**src/hdl/smba_defs.svh**
```systemverilog
/*
 smba_defs.svh: register offsets, field positions, fixed addresses and timing
 counts of the smbus slave with alert response.
 assumes a 200 MHz hclk and a 32-bit ahb-lite register bus.
*/
`ifndef SMBA_DEFS_SVH
`define SMBA_DEFS_SVH

`define SMBA_OFS_CTRL      8'h00
`define SMBA_OFS_STATUS    8'h04
`define SMBA_OFS_TXDATA    8'h08
`define SMBA_OFS_RXCMD     8'h0C

`define SMBA_CTRL_ALERT_EN 0
`define SMBA_ST_COMM       0
`define SMBA_ST_DATA       1
`define SMBA_ST_ALERT      2
`define SMBA_ST_BUSY       3
`define SMBA_ST_ADDR_LSB   8
`define SMBA_RX_VALID      31

`define SMBA_ADDR_BASE     7'h6A
`define SMBA_ADDR_FACTORY  7'h34
`define SMBA_ADDR_ARA      7'h0C
`define SMBA_ARA_LSB       1'h1
`define SMBA_FILL_BYTE     8'hFF

`define SMBA_CLK_NS        5
`define SMBA_TIMEOUT_NS    25000000
`define SMBA_TIMEOUT_CYC   (`SMBA_TIMEOUT_NS / `SMBA_CLK_NS)

`endif

```
**src/hdl/smba_pkg.sv**
```systemverilog
/*
 smba_pkg: types of the smbus slave with alert response.
 assumes nothing beyond a systemverilog compiler.
*/
package smba_pkg;
  typedef enum logic [2:0] {
    S_IDLE, S_IGN, S_ADDR, S_ACK, S_RX, S_TX, S_HACK, S_ARA
  } smba_state_t;
endpackage : smba_pkg

```
**src/hdl/smba_sync.sv**
```systemverilog
/*
 smba_sync: two flip-flop synchroniser for a vector of pin levels.
 assumes each bit is a slow level or a link clock far below hclk.
*/
`timescale 1ns/1ps
`default_nettype none
module smba_sync #(
  parameter int unsigned WIDTH = 4,
  parameter logic [WIDTH-1:0] INIT = '0
) (
  input  wire logic             clk,
  input  wire logic             rst_n,
  input  wire logic [WIDTH-1:0] d,
  output logic      [WIDTH-1:0] q
);
  logic [WIDTH-1:0] meta;

  genvar i;
  generate
    for (i = 0; i < WIDTH; i++) begin : g_bit
      always_ff @(posedge clk or negedge rst_n) begin
        if (!rst_n) begin
          meta[i] <= INIT[i];
          q[i]    <= INIT[i];
        end else begin
          meta[i] <= d[i];
          q[i]    <= meta[i];
        end
      end
    end
  endgenerate
endmodule : smba_sync
`default_nettype wire

```
**src/hdl/smba_slave.sv**
```systemverilog
/*
 smba_slave: smbus/pmbus slave front end with strap address, factory address,
 group command deferral and alert response arbitration, ahb-lite registers.
 assumes scl and sda are open-drain wires resolved outside, far slower than hclk.
*/
// Design decisions made here: the AHB-Lite interface to the registers and the placing of the registers.
`timescale 1ns/1ps
`default_nettype none
`include "smba_defs.svh"
module smba_slave #(
  parameter int unsigned TIMEOUT_CYCLES = `SMBA_TIMEOUT_CYC
) (
  input  wire logic        hclk,
  input  wire logic        hresetn,
  input  wire logic        hsel,
  input  wire logic [31:0] haddr,
  input  wire logic [1:0]  htrans,
  input  wire logic        hwrite,
  input  wire logic [2:0]  hsize,
  input  wire logic [31:0] hwdata,
  input  wire logic        hready,
  output logic      [31:0] hrdata,
  output logic             hreadyout,
  output logic             hresp,
  input  wire logic        scl_in,
  input  wire logic        sda_in,
  output logic             sda_out,
  output logic             sda_oe,
  output logic             alert_out,
  output logic             alert_oe,
  input  wire logic        addr_strap_low,
  input  wire logic        addr_strap_high,
  input  wire logic        fault_in,
  output logic             cmd_exec
);
  logic [3:0]  sync_q;
  logic        scl_s, sda_s, scl_d, sda_d;
  logic        scl_rise, scl_fall, start_ev, stop_ev;
  logic [1:0]  strap_cnt;
  logic        strap_done;
  logic [6:0]  own_addr;
  smba_pkg::smba_state_t state, after;
  logic [3:0]  bitcnt;
  logic [7:0]  shreg, txb, cmd_r, lo_r, hi_r;
  logic [1:0]  nbytes, rd_idx;
  logic        have_cmd, frame_rd, bad;
  logic        pend_v;
  logic [7:0]  pend_cmd, pend_lo, pend_hi, rx_cmd, rx_lo, rx_hi;
  logic [1:0]  pend_n, rx_n;
  logic        rx_valid;
  logic [23:0] tmo_cnt;
  logic        tmo_hit;
  logic        alert_en, comm_fault, data_fault;
  logic [15:0] tx_word;
  logic        addr_done, hit, ev_mid, ev_badrd, ev_overrd, ev_overrx;
  logic        fault_any, ara_win, wr_ok;
  logic        take, rd_pend, wr_pend;
  logic [7:0]  rd_addr, wr_addr;
  logic [31:0] rd_mux;
  logic [7:0]  next_txb;

  function automatic logic addr_hit(input logic [7:0] b, input logic [6:0] own,
                                    input logic alrt);
    if (alrt)
      addr_hit = (b[7:1] == `SMBA_ADDR_ARA) && b[0];
    else
      addr_hit = (b[7:1] == own) || (b[7:1] == `SMBA_ADDR_FACTORY);
  endfunction : addr_hit

  function automatic logic [7:0] tx_pick(input logic [1:0] idx, input logic [15:0] w);
    unique case (idx)
      2'h0:    tx_pick = w[7:0];
      2'h1:    tx_pick = w[15:8];
      default: tx_pick = `SMBA_FILL_BYTE;
    endcase
  endfunction : tx_pick

  smba_sync #(.WIDTH(4), .INIT(4'h3)) u_sync (
    .clk   (hclk),
    .rst_n (hresetn),
    .d     ({addr_strap_high, addr_strap_low, sda_in, scl_in}),
    .q     (sync_q)
  );
  assign scl_s = sync_q[0];
  assign sda_s = sync_q[1];

  always_ff @(posedge hclk or negedge hresetn) begin
    if (!hresetn) begin
      scl_d <= 1'h1;
      sda_d <= 1'h1;
    end else begin
      scl_d <= scl_s;
      sda_d <= sda_s;
    end
  end
  assign scl_rise = scl_s & ~scl_d;
  assign scl_fall = ~scl_s & scl_d;
  assign start_ev = scl_s & scl_d & sda_d & ~sda_s;
  assign stop_ev  = scl_s & scl_d & ~sda_d & sda_s;

  // straps are caught after the synchroniser has filled, never under reset
  always_ff @(posedge hclk or negedge hresetn) begin
    if (!hresetn) begin
      strap_cnt  <= 2'h0;
      strap_done <= 1'h0;
      own_addr   <= 7'h00;
    end else if (!strap_done) begin
      strap_cnt <= strap_cnt + 2'h1;
      if (strap_cnt == 2'h3) begin
        own_addr   <= `SMBA_ADDR_BASE + {5'h00, sync_q[3], sync_q[2]};
        strap_done <= 1'h1;
      end
    end
  end

  assign addr_done = (state == smba_pkg::S_ADDR) && scl_fall && (bitcnt == 4'h8);
  assign hit       = addr_hit(shreg, own_addr, alert_oe) && strap_done;
  // a stop or repeated start brings its own scl rise, so one counted bit is no cut byte
  assign ev_mid    = (start_ev || stop_ev) && (bitcnt > 4'h1) && (bitcnt != 4'h8) &&
                     (state inside {smba_pkg::S_ADDR, smba_pkg::S_RX,
                                    smba_pkg::S_TX, smba_pkg::S_ARA});
  assign ev_badrd  = addr_done && hit && !alert_oe && shreg[0] && !have_cmd;
  assign ev_overrd = (state == smba_pkg::S_HACK) && scl_fall && (rd_idx != 2'h0);
  assign ev_overrx = (state == smba_pkg::S_RX) && scl_fall && (bitcnt == 4'h8) &&
                     (nbytes == 2'h3);
  assign fault_any = ev_mid || ev_badrd || ev_overrd || ev_overrx || fault_in;
  assign ara_win   = (state == smba_pkg::S_ARA) && scl_rise && (bitcnt == 4'h7) &&
                     !(!sda_oe && !sda_s);
  assign wr_ok     = !frame_rd && (nbytes != 2'h0) && !bad;
  assign next_txb  = tx_pick((rd_idx == 2'h2) ? 2'h2 : rd_idx + 2'h1, tx_word);

  // timeout counts only while a frame is open and scl is held low
  always_ff @(posedge hclk or negedge hresetn) begin
    if (!hresetn)
      tmo_cnt <= 24'h000000;
    else if (scl_s || state == smba_pkg::S_IDLE || tmo_hit)
      tmo_cnt <= 24'h000000;
    else
      tmo_cnt <= tmo_cnt + 24'h000001;
  end
  assign tmo_hit = (tmo_cnt == 24'(TIMEOUT_CYCLES - 1));

  always_ff @(posedge hclk or negedge hresetn) begin
    if (!hresetn) begin
      state    <= smba_pkg::S_IDLE;
      after    <= smba_pkg::S_IDLE;
      bitcnt   <= 4'h0;
      shreg    <= 8'h00;
      txb      <= 8'h00;
      sda_oe   <= 1'h0;
      nbytes   <= 2'h0;
      rd_idx   <= 2'h0;
      cmd_r    <= 8'h00;
      lo_r     <= 8'h00;
      hi_r     <= 8'h00;
      have_cmd <= 1'h0;
      frame_rd <= 1'h0;
      bad      <= 1'h0;
    end else if (tmo_hit) begin
      state    <= smba_pkg::S_IDLE;
      sda_oe   <= 1'h0;
      have_cmd <= 1'h0;
      nbytes   <= 2'h0; // an abandoned write must not run at a later stop
      frame_rd <= 1'h0;
    end else if (start_ev) begin
      state  <= smba_pkg::S_ADDR;
      bitcnt <= 4'h0;
      sda_oe <= 1'h0;
      nbytes <= 2'h0;
      bad    <= 1'h0;
      if (state == smba_pkg::S_IDLE || ev_mid) begin
        have_cmd <= 1'h0;
        frame_rd <= 1'h0;
      end
    end else if (stop_ev) begin
      state    <= smba_pkg::S_IDLE;
      nbytes   <= 2'h0; // a second stop must not replay the last write
      sda_oe   <= 1'h0;
      have_cmd <= 1'h0;
      frame_rd <= 1'h0;
    end else begin
      unique case (state)
        smba_pkg::S_IDLE, smba_pkg::S_IGN: begin
        end
        smba_pkg::S_ADDR: begin
          if (scl_rise) begin
            shreg  <= {shreg[6:0], sda_s};
            bitcnt <= bitcnt + 4'h1;
          end else if (addr_done) begin
            bitcnt <= 4'h0;
            if (hit) begin
              sda_oe <= 1'h1;
              state  <= smba_pkg::S_ACK;
              if (alert_oe) begin
                after <= smba_pkg::S_ARA;
                txb   <= {own_addr, `SMBA_ARA_LSB};
              end else if (shreg[0]) begin
                after    <= smba_pkg::S_TX;
                frame_rd <= 1'h1;
                rd_idx   <= have_cmd ? 2'h0 : 2'h2;
                txb      <= tx_pick(have_cmd ? 2'h0 : 2'h2, tx_word);
              end else begin
                after <= smba_pkg::S_RX;
              end
            end else begin
              state <= smba_pkg::S_IGN;
            end
          end
        end
        smba_pkg::S_ACK: begin
          if (scl_fall) begin
            state  <= after;
            sda_oe <= (after == smba_pkg::S_RX) ? 1'h0 : ~txb[7];
          end
        end
        smba_pkg::S_RX: begin
          if (scl_rise) begin
            shreg  <= {shreg[6:0], sda_s};
            bitcnt <= bitcnt + 4'h1;
          end else if (scl_fall && bitcnt == 4'h8) begin
            bitcnt <= 4'h0;
            sda_oe <= 1'h1;
            state  <= smba_pkg::S_ACK;
            after  <= smba_pkg::S_RX;
            unique case (nbytes)
              2'h0:    cmd_r <= shreg;
              2'h1:    lo_r  <= shreg;
              2'h2:    hi_r  <= shreg;
              default: bad   <= 1'h1;
            endcase
            if (nbytes == 2'h0)
              have_cmd <= 1'h1;
            if (nbytes != 2'h3)
              nbytes <= nbytes + 2'h1;
          end
        end
        smba_pkg::S_TX, smba_pkg::S_ARA: begin
          if (scl_rise) begin
            bitcnt <= bitcnt + 4'h1;
            if (state == smba_pkg::S_ARA && !sda_oe && !sda_s)
              state <= smba_pkg::S_IGN;
          end else if (scl_fall) begin
            if (bitcnt == 4'h8) begin
              sda_oe <= 1'h0;
              bitcnt <= 4'h0;
              state  <= (state == smba_pkg::S_TX) ? smba_pkg::S_HACK : smba_pkg::S_IGN;
            end else begin
              sda_oe <= ~txb[6];
              txb    <= {txb[6:0], 1'h1};
            end
          end
        end
        smba_pkg::S_HACK: begin
          if (scl_rise && sda_s) begin
            state <= smba_pkg::S_IGN;
          end else if (scl_fall) begin
            rd_idx <= (rd_idx == 2'h2) ? 2'h2 : rd_idx + 2'h1;
            txb    <= next_txb;
            sda_oe <= ~next_txb[7];
            state  <= smba_pkg::S_TX;
          end
        end
      endcase
    end
  end

  // a finished write parks at a repeated start and only runs at stop
  always_ff @(posedge hclk or negedge hresetn) begin
    if (!hresetn) begin
      pend_v   <= 1'h0;
      pend_cmd <= 8'h00;
      pend_lo  <= 8'h00;
      pend_hi  <= 8'h00;
      pend_n   <= 2'h0;
      rx_cmd   <= 8'h00;
      rx_lo    <= 8'h00;
      rx_hi    <= 8'h00;
      rx_n     <= 2'h0;
      cmd_exec <= 1'h0;
    end else begin
      cmd_exec <= 1'h0;
      if (tmo_hit || ev_mid) begin
        pend_v <= 1'h0;
      end else if (stop_ev) begin
        pend_v <= 1'h0;
        if (wr_ok || pend_v) begin
          rx_cmd   <= wr_ok ? cmd_r : pend_cmd;
          rx_lo    <= wr_ok ? lo_r : pend_lo;
          rx_hi    <= wr_ok ? hi_r : pend_hi;
          rx_n     <= wr_ok ? nbytes : pend_n;
          cmd_exec <= 1'h1;
        end
      end else if (start_ev && wr_ok) begin
        pend_v   <= 1'h1;
        pend_cmd <= cmd_r;
        pend_lo  <= lo_r;
        pend_hi  <= hi_r;
        pend_n   <= nbytes;
      end else if (addr_done && hit && shreg[0] && !alert_oe) begin
        pend_v <= 1'h0;
      end
    end
  end

  always_ff @(posedge hclk or negedge hresetn) begin
    if (!hresetn) begin
      alert_oe <= 1'h0;
    end else if (!alert_en) begin
      alert_oe <= 1'h0;
    end else if (fault_any) begin
      alert_oe <= 1'h1;
    end else if (ara_win) begin
      alert_oe <= 1'h0;
    end
  end

  // open-drain pins only ever pull low
  always_ff @(posedge hclk or negedge hresetn) begin
    if (!hresetn) begin
      sda_out   <= 1'h0;
      alert_out <= 1'h0;
    end else begin
      sda_out   <= 1'h0;
      alert_out <= 1'h0;
    end
  end

  assign take = hsel && htrans[1] && hready;

  always_ff @(posedge hclk or negedge hresetn) begin
    if (!hresetn) begin
      hreadyout <= 1'h1;
      hresp     <= 1'h0;
      hrdata    <= 32'h00000000;
      rd_pend   <= 1'h0;
      wr_pend   <= 1'h0;
      rd_addr   <= 8'h00;
      wr_addr   <= 8'h00;
    end else begin
      hresp     <= 1'h0;
      rd_pend   <= take && !hwrite;
      wr_pend   <= take && hwrite;
      hreadyout <= !(take && !hwrite);
      if (take)
        rd_addr <= haddr[7:0];
      if (take)
        wr_addr <= haddr[7:0];
      if (rd_pend)
        hrdata <= rd_mux;
    end
  end

  always_comb begin
    rd_mux = 32'h00000000;
    unique case (rd_addr)
      `SMBA_OFS_CTRL:   rd_mux[`SMBA_CTRL_ALERT_EN] = alert_en;
      `SMBA_OFS_STATUS: begin
        rd_mux[`SMBA_ST_COMM]  = comm_fault;
        rd_mux[`SMBA_ST_DATA]  = data_fault;
        rd_mux[`SMBA_ST_ALERT] = alert_oe;
        rd_mux[`SMBA_ST_BUSY]  = (state != smba_pkg::S_IDLE);
        rd_mux[`SMBA_ST_ADDR_LSB +: 7] = own_addr;
      end
      `SMBA_OFS_TXDATA: rd_mux[15:0] = tx_word;
      `SMBA_OFS_RXCMD:  begin
        rd_mux[23:0] = {rx_hi, rx_lo, rx_cmd};
        rd_mux[25:24] = rx_n;
        rd_mux[`SMBA_RX_VALID] = rx_valid;
      end
      default: rd_mux = 32'h00000000;
    endcase
  end

  always_ff @(posedge hclk or negedge hresetn) begin
    if (!hresetn) begin
      alert_en <= 1'h0;
      tx_word  <= 16'h0000;
    end else if (wr_pend) begin
      if (wr_addr == `SMBA_OFS_CTRL)
        alert_en <= hwdata[`SMBA_CTRL_ALERT_EN];
      if (wr_addr == `SMBA_OFS_TXDATA)
        tx_word <= hwdata[15:0];
    end
  end

  // sticky flags: a hardware set in the clearing cycle wins
  always_ff @(posedge hclk or negedge hresetn) begin
    if (!hresetn) begin
      comm_fault <= 1'h0;
      data_fault <= 1'h0;
      rx_valid   <= 1'h0;
    end else begin
      comm_fault <= ev_mid || (comm_fault &&
                    !(wr_pend && wr_addr == `SMBA_OFS_STATUS && hwdata[`SMBA_ST_COMM]));
      data_fault <= ev_mid || ev_badrd || ev_overrd || ev_overrx || (data_fault &&
                    !(wr_pend && wr_addr == `SMBA_OFS_STATUS && hwdata[`SMBA_ST_DATA]));
      rx_valid   <= cmd_exec || (rx_valid &&
                    !(wr_pend && wr_addr == `SMBA_OFS_RXCMD && hwdata[`SMBA_RX_VALID]));
    end
  end

  property p_strap;
    @(posedge hclk) disable iff (!hresetn) strap_done && $past(strap_done) |-> $stable(own_addr);
  endproperty
  a_strap: assert property (p_strap) else $error("own address changed after strap");
  property p_factory;
    @(posedge hclk) disable iff (!hresetn)
      addr_done && strap_done && !alert_oe && shreg == {`SMBA_ADDR_FACTORY, 1'h0}
      |=> state == smba_pkg::S_ACK && sda_oe;
  endproperty
  a_factory: assert property (p_factory) else $error("factory address not acked");
  property p_ack;
    @(posedge hclk) disable iff (!hresetn) addr_done && hit |=> sda_oe ##1 sda_oe;
  endproperty
  a_ack: assert property (p_ack) else $error("matching address not acked");
  property p_nogc;
    @(posedge hclk) disable iff (!hresetn) addr_done && shreg == 8'h00 |=> !sda_oe;
  endproperty
  a_nogc: assert property (p_nogc) else $error("general call acked");
  property p_ara_only;
    @(posedge hclk) disable iff (!hresetn)
      addr_done && alert_oe && shreg[7:1] == own_addr |=> state == smba_pkg::S_IGN;
  endproperty
  a_ara_only: assert property (p_ara_only) else $error("own address served in alert");
  property p_alert_set;
    @(posedge hclk) disable iff (!hresetn) alert_en && fault_in ##1 alert_en |-> alert_oe;
  endproperty
  a_alert_set: assert property (p_alert_set) else $error("fault did not raise alert");
  property p_arb;
    @(posedge hclk) disable iff (!hresetn)
      state == smba_pkg::S_ARA && scl_rise && !sda_oe && !sda_s && !start_ev && !stop_ev
      |=> state == smba_pkg::S_IGN && !sda_oe;
  endproperty
  a_arb: assert property (p_arb) else $error("arbitration loss not taken");
  property p_win;
    @(posedge hclk) disable iff (!hresetn) ara_win && !fault_any |=> !alert_oe;
  endproperty
  a_win: assert property (p_win) else $error("alert kept after winning");
  property p_mid;
    @(posedge hclk) disable iff (!hresetn) ev_mid |=> comm_fault && data_fault && !cmd_exec;
  endproperty
  a_mid: assert property (p_mid) else $error("short byte not flagged");
  property p_tmo;
    @(posedge hclk) disable iff (!hresetn)
      tmo_hit |=> state == smba_pkg::S_IDLE && !sda_oe && !cmd_exec;
  endproperty
  a_tmo: assert property (p_tmo) else $error("timeout did not reset link");
  property p_relax;
    @(posedge hclk) disable iff (!hresetn) !alert_en |=> !alert_oe;
  endproperty
  a_relax: assert property (p_relax) else $error("alert driven while disabled");
  property p_drv;
    @(posedge hclk) disable iff (!hresetn) $rose(sda_oe) |-> !scl_s;
  endproperty
  a_drv: assert property (p_drv) else $error("sda driven while scl high");
  property p_exec;
    @(posedge hclk) disable iff (!hresetn) cmd_exec |-> $past(stop_ev);
  endproperty
  a_exec: assert property (p_exec) else $error("command ran before stop");

  c_win:  cover property (@(posedge hclk) disable iff (!hresetn) ara_win);
  c_exec: cover property (@(posedge hclk) disable iff (!hresetn) stop_ev && pend_v);
  c_mid:  cover property (@(posedge hclk) disable iff (!hresetn) ev_mid);
  c_rd:   cover property (@(posedge hclk) disable iff (!hresetn)
                          state == smba_pkg::S_HACK && rd_idx == 2'h1 && scl_rise && sda_s);
endmodule : smba_slave
`default_nettype wire

```
**config.mk**
```make
export PLATFORM = sky130hd
export DESIGN_NAME = smba_slave
export DESIGN_NICKNAME = d
export VERILOG_FILES = /design/src/hdl/smba_pkg.sv /design/src/hdl/smba_sync.sv /design/src/hdl/smba_slave.sv
export VERILOG_INCLUDE_DIRS = /design/src /design/src/hdl
export SDC_FILE = /design/constraint.sdc
export NUM_CORES = 1
export LEC_CHECK = 0
export ABC_AREA = 1
export ABC_CLOCK_PERIOD_IN_PS = 2800
export BUFFER_PORTS_ARGS = -buffer_cell sky130_fd_sc_hd__buf_4
export CELL_PAD_IN_SITES_DETAIL_PLACEMENT = 0
export CELL_PAD_IN_SITES_GLOBAL_PLACEMENT = 1
export CORE_ASPECT_RATIO = 2
export CORE_MARGIN = 3
export CORE_UTILIZATION = 28
export DETAILED_ROUTE_END_ITERATION = 8
export PLACE_DENSITY = 0.66
export SLEW_MARGIN = 30
export SYNTH_ARGS = -nofsm -noshare
export SYNTH_HDL_FRONTEND = slang
export SYNTH_SLANG_ARGS = --single-unit
```
**constraint.sdc**
```tcl
create_clock -name hclk -period 2.8 [get_ports hclk]
set_clock_uncertainty 0.15 [all_clocks]
set_input_delay 0.42 -clock hclk [delete_from_list [all_inputs] [get_ports hclk]]
set_output_delay 0.42 -clock hclk [all_outputs]
set_load 0.03 [all_outputs]
```
==> metrics.csv, run 1 <==
metric;value;unit
worst slew pin tran;0.597;ns
All-Layer GR Usage;0.149;
slew margin rel.;0.602;
Synth async-reset ratio;1.00;
pwr dens;666;nW/um^2
WP buf/inv;4;
Top delay family on crit path;buffers and inverters;
Worst Setup End Kind;register;
Worst path slowest cell;dfrtp_1;
Die ar.;38800;um^2
RR Endpoint;pend_cmd[4]$_DFFE_PN0P_;
Worst-path clk slew;0.07;ns
final setup fails;0;
sequential fraction of the synthesis area;0.522;
worst reg2reg startpoint;nbytes[0]$_DFFE_PN0P_;
switch share;0.314;
clock sink total;212;
Arrival @ worst endpoint;2.72;ns
DR DRC count;0;
TritonCTS clock tree;done;
pin count of the biggest net entering global routing;74;
critical path's most frequent cell;inv_2;
Sw Pwr;2.55;mW
Core ar.;35800;um^2
Pleak;5.76;nW
FMAX;408;MHz
area grow syn2layout;19.7;%
r2r setup slk;0.35;ns
vias in the first global route;8408;
syn_area_per_cell;8.52;um^2
Starting Density;0.284;
Post-Syn Area;10200;um^2
run status;completed;
Worst VDD drop;0.000403;V
Final Core Density;0.340;
initial antenna violation count;0;
initial DRC count;445;
synth unique cells;55;
sequential share of power;0.433;
gr ovfl total;0;
clock latency on the worst-skew pair;0.51;ns
Logic pwr share;0.210;
post-DR wirelength/cell;16.5;um
CP Max Fanout;19;
die height;276;um
share of layout cells above drive strength 1;0.151;
fin nets;1388;
critical path data required time;3.07;ns
Min Hold Slack;0.0166;ns
max-cap check violation count;0;
CP Launch Type;register;
Post-CTS Setup Bufs;0;
unrepaired setup endpoints after global routing;false;
1st-pass router iterations;5;
Post-synth EDFFs;0;
hold_sp;haddr[2];
critical path class;reg2reg;
Clock Power Share;0.357;
PortBufs;66;
crit-path cells;inv_1 > ha_1 > nor3_2 > inv_2 > nor3_4 > inv_2 > buf_12 > a22oi_2;
post-DP HPWL;21700;um
Yosys reg bits;212;
final period utilization;0.876;
Clock Tree Buf Depth;3;
fillers;3769;
Int Power;5.56;mW
Gate Count Post-Synth;1195;
n_diodes;0;
Die Wd;141;um
Power, Total;8.11;mW
Synth Flop Type;dfrtp_1;
synth warn;0;
io pins;118;
global-route wire length before repair;45900;um
CP peak stage delay;0.47;ns
final WL;28900;um
type of the worst min-delay path;in2reg;
post-layout min period;2.45;ns
routability cong.;0.851;
via/cell ratio;4.71;
Reg2Reg Depth;8;
TNS Setup;0;ns
post-route ant nets;0;
Inserted Clock Buffers;21;
hold path depth;3;
hold-critical path endpoint;wr_addr[2]$_DFFE_PN0P_;
Core Rows;98;
fin. max-slew vios;0;
CTS HTree Levels;1;
Via Count;8267;
CTS Root Buffer Type;clkbuf_16;
Final Hold Fails;0;
sequential cells by signal, indices dropped and copies added (netlist names), 8 cells and up:
register and flops:
pend_hi 8, hrdata 27, wr_addr 8, rx_lo 8, lo_r 8, tmo_cnt 24, txb 8, pend_cmd 8
tx_word 16, pend_lo 8, rx_cmd 8, shreg 8, rx_hi 8, cmd_r 8, hi_r 8
area by class of cell:
class / count / area [um^2] / area share
repair buffers: 115 / 971 / 0.0797
multi-input cells: 790 / 4070 / 0.334
inverters: 153 / 577 / 0.0474
clock inverters: 8 / 92.6 / 0.00760
well taps: 450 / 563 / 0.0462
clock buffers: 29 / 596 / 0.0489
flip-flops and latches: 212 / 5310 / 0.436
worst register-to-register path, stage by stage (launching register included):
cell	delay (ns)
dfrtp_1	0.47
inv_1	0.10
ha_1	0.24
nor3_2	0.32
inv_2	0.23
nor3_4	0.34
inv_2	0.20
buf_12	0.20
a22oi_2	0.13
kinds of logic (layout without fill, tap and decap cells):
group | Yosys count | count (layout) | share of synthesized area
other | 1 | 8 | 0.000368
adder cells (fa/ha/maj) | 16 | 16 | 0.0197
flip-flops | 212 | 212 | 0.522
multiplexers | 9 | 9 | 0.00996
AO/OA/AOI/OAI | 258 | 258 | 0.153
buffers and inverters | 200 | 305 | 0.0818
XOR/XNOR | 6 | 6 | 0.00516
AND/OR/NAND/NOR | 493 | 493 | 0.208
synthesized netlist by cell type (3+ instances only):
cell type  number  area share
nor3_1         22       0.011
xor2_1          4      0.0034
nand3_1        50       0.025
o2111ai_1       3      0.0026
nand2_1       268       0.099
nor2_1        113       0.042
dfrtp_1       205        0.50
dfstp_2         7       0.018
o21ai_0        96       0.047
o31ai_1         8      0.0059
a21oi_1        74       0.036
inv_2           5      0.0018
a31oi_1         7      0.0043
nor3_4          3      0.0048
a22oi_1         3      0.0022
nand4_1         9      0.0055
buf_2          12      0.0059
ha_1           16       0.020
clkinv_1        3      0.0011
nand2_2         4      0.0025
o21a_1          3      0.0022
buf_4          13      0.0096
inv_1         144       0.053
mux2_2          9       0.010
nor4_1          4      0.0025
a22oi_2        19       0.023
nand3_2         6      0.0059
o21ai_1        16      0.0079
clkbuf_1       19      0.0070
o22ai_1        14      0.0086
power by group through the flow:
stage               registers, mW  clock network (mW)  logic (mW)
finish                       3.51                2.90        1.70
global route                 3.54                3.12        1.93
CTS                          3.51                3.00        1.73
detailed placement           3.57                   0        1.70
global placement             3.56                   0        1.69
floorplan                    3.53                   0        1.09
per-layer routing:
layer  up-vias  wire length (um)  track usage
met5         -                 0            0
met4         0              1190       0.0610
met3        57               742       0.0160
met2       147             16300        0.291
met1      3971             10700        0.160
li1       4092                 -            -
what timing repair did:
| item | CTS | global route |
|---|---|---|
| endpoints found under the hold margin | 84 | 0 |
| resized for setup | 0 | 1 |
| setup endpoints to repair | 0 | 14 |
| hold buffers | 15 | 0 |
per-stage QoR:
step	cells	worst slack [ns]	instance area, um^2
global route	1757	0.106	12200
floorplan	1202	0.748	10200
detailed placement	1705	0.191	11300
finish	1757	0.348	12200
CTS	1757	0.169	12200
global placement	1705	0.249	11300
worst max-delay path by stage:
| stage | startpoint | endpoint | slack, ns | depth (start not counted) |
|---|---|---|---|---|
| 6_report | nbytes[0]$_DFFE_PN0P_ | pend_cmd[4]$_DFFE_PN0P_ | 0.35 | 8 |
| 5_1_grt | nbytes[0]$_DFFE_PN0P_ | pend_lo[0]$_DFFE_PN0P_ | 0.11 | 8 |
| 4_1_cts | nbytes[0]$_DFFE_PN0P_ | pend_cmd[4]$_DFFE_PN0P_ | 0.17 | 8 |
| 3_5_place_dp | nbytes[0]$_DFFE_PN0P_ | pend_cmd[4]$_DFFE_PN0P_ | 0.19 | 8 |
| 3_3_place_gp | nbytes[0]$_DFFE_PN0P_ | pend_cmd[4]$_DFFE_PN0P_ | 0.25 | 8 |
| 2_1_floorplan | u_sync.q[0]$_DFF_PN1_ | rx_cmd[7]$_DFFE_PN0P_ | 0.75 | 12 |
cell usage in the layout, fill, tap and decap left out, types with 7 or more instances in the layout:
| master | Yosys | final |
|---|---|---|
| nand4_1 | 9 | 9 |
| ha_1 | 16 | 16 |
| a31oi_1 | 7 | 7 |
| clkbuf_16 | 0 | 21 |
| dfrtp_1 | 205 | 205 |
| a22oi_2 | 19 | 19 |
| nor3_1 | 22 | 21 |
| o21ai_0 | 96 | 96 |
| nand2_1 | 268 | 268 |
| mux2_2 | 9 | 9 |
| dfstp_2 | 7 | 7 |
| o22ai_1 | 14 | 14 |
| o31ai_1 | 8 | 8 |
| o21ai_1 | 16 | 16 |
| inv_1 | 144 | 144 |
| buf_4 | 13 | 94 |
| nand3_1 | 50 | 50 |
| conb_1 | 1 | 8 |
| dlygate4sd3_1 | 0 | 15 |
| a21oi_1 | 74 | 74 |
| nor2_1 | 113 | 112 |
No activity file was read; power rests on OpenSTA's default activity.
==> inputs of run 2 (changes only) <==
==> constraint.sdc (replaced) <==
create_clock -name hclk -period 2.8 [get_ports hclk]
set_clock_uncertainty 0.15 [all_clocks]
set_input_delay 0.14 -clock hclk [delete_from_list [all_inputs] [get_ports hclk]]
set_output_delay 0.14 -clock hclk [all_outputs]
set_load 0.03 [all_outputs]
==> run 2 against run 1 <==
Net effect:
- hold slack improved by 0.036 ns
- power shrank 0.37%
- wire length up 0.54%
- combinational power barely moved
- cell count rose by 0.74%
- sequential power is essentially flat
- design area increased by 0.86%
- first-iteration DRC count down 5.2%
- fmax decreased by 2.9%
- critical path type unchanged
- critical endpoint unchanged
- largest cell class unchanged
- highest routed layer unchanged
==> metrics.csv, run 2 (synthesized netlist as in run 1, its figures left out) <==
metric;value;unit
n_diodes;0;
WP buf/inv;3;
Worst-path clk slew;0.06;ns
gr ovfl total;0;
Final Hold Fails;0;
initial DRC count;422;
Reg2Reg Depth;11;
critical path data required time;3.03;ns
global-route wire length before repair;46600;um
critical path class;reg2reg;
vias in the first global route;8725;
post-route ant nets;0;
CP Launch Type;register;
Pleak;5.81;nW
io pins;118;
fin nets;1402;
fin. max-slew vios;0;
clock sink total;212;
leading cell type in the layout, fill and taps excluded;nand2_1;
final period utilization;0.902;
max FFs per register;27;
Core Rows;98;
initial antenna violation count;0;
slew margin rel.;0.577;
Post-CTS Setup Bufs;0;
Regs by FF count;hrdata: 27 flops, tmo_cnt: 24 flops, tx_word: 16 flops;
final setup fails;0;
Core ar.;35800;um^2
unrepaired setup endpoints after global routing;false;
worst slew pin tran;0.635;ns
max-cap check violation count;0;
area of the multi-input gates;4060;um^2
CP peak stage delay;0.56;ns
Worst Setup End Kind;register;
1st-pass router iterations;5;
r2r setup slk;0.27;ns
Starting Density;0.284;
pwr dens;657;nW/um^2
type of the worst min-delay path;in2async;
Via Count;8264;
post-DR wirelength/cell;16.4;um
critical path depth;11;
area grow syn2layout;20.7;%
most frequent cells in the layout;nand2_1, dfrtp_1, inv_1;
routability cong.;0.855;
CTS HTree Levels;1;
CP Max Fanout;14;
share of layout cells above drive strength 1;0.147;
via/cell ratio;4.67;
TritonCTS clock tree;done;
FF+latch area;5310;um^2
die height;276;um
Worst VDD drop;0.000377;V
All-Layer GR Usage;0.151;
Inserted Clock Buffers;21;
CTS Root Buffer Type;clkbuf_16;
TNS Setup;0;ns
Reg with most FFs;hrdata;
DR DRC count;0;
Worst path slowest cell;dfstp_2;
Die ar.;38800;um^2
Final Core Density;0.343;
Top delay family on crit path;simple AND/OR/NAND/NOR gates;
post-DP HPWL;21900;um
clock latency on the worst-skew pair;0.50;ns
Clock Tree Buf Depth;3;
final WL;29100;um
Post-CTS Resized;0;
FMAX;396;MHz
PortBufs;66;
Die Wd;141;um
pin count of the biggest net entering global routing;76;
fillers;3785;
worst reg2reg startpoint;u_sync.q[0]$_DFF_PN1_;
run status;completed;
RR Endpoint;pend_cmd[4]$_DFFE_PN0P_;
Arrival @ worst endpoint;2.75;ns
post-layout min period;2.53;ns
crit-path cells;ha_1 > nand3_1 > inv_1 > nor2_4 > nor2_1 > nand2_2 > nand2_4 > nor3_4 > inv_2 > buf_12 > a22oi_2;
[run 2: changes by cell type in the layout (fill, tap and decap cells not counted)]
cell           previous run  this run
clkbuf_1                  4         3
buf_4                    94        93
nor3_1                   21        22
dlygate4sd3_1            15        32
nor3_2                    1         0
clkbuf_8                  4         3
clkinv_2                  5         6
buf_12                    5         3
[run 2: metrics by stage]
stage / instance area, um^2 / std cells / power, mW / hold slack (ns) / worst slack, ns
floorplan: 10200 / 1202 / 4.62 / -0.306 / 0.748
global placement: 11300 / 1702 / 5.26 / 0.0179 / 0.347
detailed placement: 11300 / 1702 / 5.27 / 0.0196 / 0.290
CTS: 12300 / 1770 / 8.21 / 0.0444 / 0.281
global route: 12300 / 1770 / 8.56 / 0.0986 / 0.107
finish: 12300 / 1770 / 8.08 / 0.0527 / 0.274
[run 2: how the worst max path moves through the flow]
| stage | start | endpoint |
|---|---|---|
| after global routing | nbytes[0]$_DFFE_PN0P_ | pend_lo[0]$_DFFE_PN0P_ |
| after CTS | u_sync.q[0]$_DFF_PN1_ | pend_cmd[4]$_DFFE_PN0P_ |
| after detailed placement | u_sync.q[0]$_DFF_PN1_ | pend_lo[1]$_DFFE_PN0P_ |
| after global placement | u_sync.q[0]$_DFF_PN1_ | pend_lo[5]$_DFFE_PN0P_ |
| final | u_sync.q[0]$_DFF_PN1_ | pend_cmd[4]$_DFFE_PN0P_ |
| after floorplan | u_sync.q[0]$_DFF_PN1_ | rx_cmd[7]$_DFFE_PN0P_ |
[run 2: layer usage]
layer,part of all wire,vias to the layer above,track usage
li1,-,4108,-
met1,0.37,3954,0.157
met2,0.57,142,0.301
met3,0.026,60,0.0146
met4,0.039,0,0.0648
met5,0,-,0
[run 2: where the power goes]
part	switching [mW]	leakage (nW)	internal [mW]	total, mW
combinational	1.13	2.69	0.594	1.73
clock	1.20	0.336	1.64	2.84
sequential	0.207	2.78	3.30	3.51
[run 2: what timing repair did]
item / in CTS / in global routing
hold endpoints to repair: 154 / 0
hold buffers: 32 / 0
endpoints found under the setup margin: 0 / 0
[run 2: layout make-up]
class                           instances  area share
Sequential cell                       212       0.433
Clock buffer                           27      0.0471
Inverter                              153      0.0470
Tap cell                              450      0.0458
Multi-Input combinational cell        790       0.331
Timing Repair Buffer                  129      0.0890
Clock inverter                          9     0.00795
[run 2: worst reg2reg max path: cells and delay by family, from the launching register on]
family	cells	cell delay (ns)
fa+ha+maj	1	0.19
compound gates	1	0.07
simple gates	6	0.82
buf+inv	3	0.62
flops	1	0.56
==> inputs of run 3 (changes only) <==
--- a/config.mk
+++ b/config.mk
@@ -16,7 +16,9 @@
 export CORE_UTILIZATION = 28
 export DETAILED_ROUTE_END_ITERATION = 8
 export PLACE_DENSITY = 0.66
+export RECOVER_POWER = 100
 export SLEW_MARGIN = 30
 export SYNTH_ARGS = -nofsm -noshare
 export SYNTH_HDL_FRONTEND = slang
 export SYNTH_SLANG_ARGS = --single-unit
+export TNS_END_PERCENT = 20
==> run 3 against run 2 <==
Net effect:
- the run now ends with max-capacitance violations, max-slew violations left
- die area stayed put
- first-iteration DRC count is 7.3% higher
- sequential share of layout area is 0.94 points higher
- register-to-register slack worse by 0.05 ns
- critical path depth stayed put
- hold slack better by 0.0067 ns
- design area is 2.1% lower
- wire length is 0.14% higher
- largest cell class unchanged
==> metrics.csv, run 3 (synthesized netlist as in run 1, its figures left out) <==
metric;value;unit
CTS HTree Levels;1;
GR Util met1;0.157;
post-DR wirelength/cell;16.5;um
CP Launch Type;register;
initial DRC count;453;
post-layout min period;2.57;ns
GRT Max-Usage Layer;met2;
critical path class;reg2reg;
crit-path cells;ha_1 > nand3_1 > inv_1 > nor2_4 > nor2_1 > nand2_1 > nand2_4 > nor2_1 > clkbuf_2 > inv_1 > o22ai_1;
Worst path slowest cell;dfstp_1;
routability cong.;0.855;
switch share;0.315;
leading cell type in the layout, fill and taps excluded;nand2_1;
TritonCTS clock tree;done;
unrepaired setup endpoints after global routing;false;
n_diodes;0;
Final Core Density;0.336;
max-cap check violation count;1;
fin. max-slew vios;75;
CP Max Fanout;8;
clock latency on the worst-skew pair;0.50;ns
type of the worst min-delay path;in2reg;
DR DRC count;0;
post-DP HPWL;21900;um
clock sink total;212;
Final Hold Fails;0;
vias in the first global route;8725;
Core ar.;35800;um^2
slew margin rel.;-0.366;
Arrival @ worst endpoint;2.79;ns
DP Cell Count;1702;
fillers;3853;
Int Power;5.50;mW
FMAX;389;MHz
via/cell ratio;4.69;
met2 usage;0.301;
All-Layer GR Usage;0.151;
Core Rows;98;
Clock Power Share;0.354;
Worst Setup End Kind;register;
M3 GR Usage;0.0146;
Worst VDD drop;0.000376;V
Sw Pwr;2.53;mW
post-route ant nets;0;
Reg with most FFs;hrdata;
Die Wd;141;um
worst slew pin tran;2.05;ns
io pins;118;
Layout Cells excl Fill;1770;
failing checks;max-capacitance violations, max-slew violations;
1st-pass router iterations;4;
Starting Density;0.284;
final period utilization;0.918;
Worst-path clk slew;0.06;ns
initial antenna violation count;0;
Via Count;8309;
run status;finished, violations left;
Pleak;5.66;nW
pwr dens;668;nW/um^2
final WL;29100;um
area grow syn2layout;18.1;%
Die ar.;38800;um^2
PortBufs;66;
max FFs per register;27;
Logic pwr share;0.209;
Inserted Clock Buffers;21;
pin count of the biggest net entering global routing;76;
share of layout cells above drive strength 1;0.101;
Clock Tree Buf Depth;3;
final setup fails;0;
TNS Setup;0;ns
critical path data required time;3.02;ns
die height;276;um
CTS Root Buffer Type;clkbuf_16;
gr ovfl total;0;
most frequent cells in the layout;nand2_1, dfrtp_1, inv_1;
fin nets;1402;
Power, Total;8.03;mW
global-route wire length before repair;46600;um
sequential share of power;0.437;
Regs by FF count;hrdata: 27 flops, tmo_cnt: 24 flops, tx_word: 16 flops;
CP peak stage delay;0.58;ns
==> run 3: final timing paths <==
kind / from / endpoint / slack (ns) / depth (start not counted)
setup / recovery: u_sync.q[0]$_DFF_PN1_ / pend_n[1]$_DFFE_PN0P_ / 0.23 / 11
hold / removal: hready / wr_pend$_DFF_PN0_ / 0.06 / 3
setup reg to reg: u_sync.q[0]$_DFF_PN1_ / pend_n[1]$_DFFE_PN0P_ / 0.23 / 11
hold reg to reg: u_sync.meta[3]$_DFF_PN0_ / u_sync.q[3]$_DFF_PN0_ / 0.20 / 0
max in group asynchronous: hresetn / shreg[3]$_DFFE_PN0P_ / 0.45 / 3
min in group asynchronous: hresetn / rd_pend$_DFF_PN0_ / 0.59 / 2
==> run 3: critical path: cells and delay by family (launching register included) <==
family | cells | cell delay (ns)
and+or+nand+nor | 6 | 0.84
DFF | 1 | 0.58
buffers and inverters | 3 | 0.56
adders and majority gates | 1 | 0.21
AOI/OAI and AO/OA | 1 | 0.10
==> run 3: what timing repair did <==
item	in CTS	in global routing
setup buffers	0	0
hold buffers	32	0
resized for setup	0	0
endpoints found under the hold margin	154	0
==> run 3: power groups by stage <==
stage          Combinational [mW]  Clock (mW)  Sequential (mW)
2_1_floorplan                1.09           0             3.53
3_3_place_gp                 1.69           0             3.57
3_5_place_dp                 1.70           0             3.57
4_1_cts                      1.75        2.95             3.51
5_1_grt                      1.90        3.07             3.54
6_report                     1.68        2.84             3.51
==> run 3: routing by layer <==
| layer | vias to the layer above | wire length (um) |
|---|---|---|
| li1 | 4110 | - |
| met3 | 56 | 805 |
| met5 | - | 0 |
| met4 | 0 | 1110 |
| met1 | 3991 | 10600 |
| met2 | 152 | 16600 |
==> run 3: cell type report <==
type	count	area, um^2	share of cell area
Multi-Input combinational cell	790	3960	0.329
Inverter	153	577	0.0480
Clock inverter	9	97.6	0.00812
Timing Repair Buffer	129	933	0.0776
Clock buffer	27	578	0.0481
Tap cell	450	563	0.0468
Sequential cell	212	5310	0.442
==> run 3: metrics by stage <==
stage          worst slack (ns)  instance area, um^2  hold WS, ns
3_5_place_dp              0.290                11300       0.0196
4_1_cts                   0.281                12300       0.0444
3_3_place_gp              0.347                11300       0.0179
6_report                  0.229                12000       0.0595
2_1_floorplan             0.748                10200       -0.306
5_1_grt                  0.0586                12000       0.0986
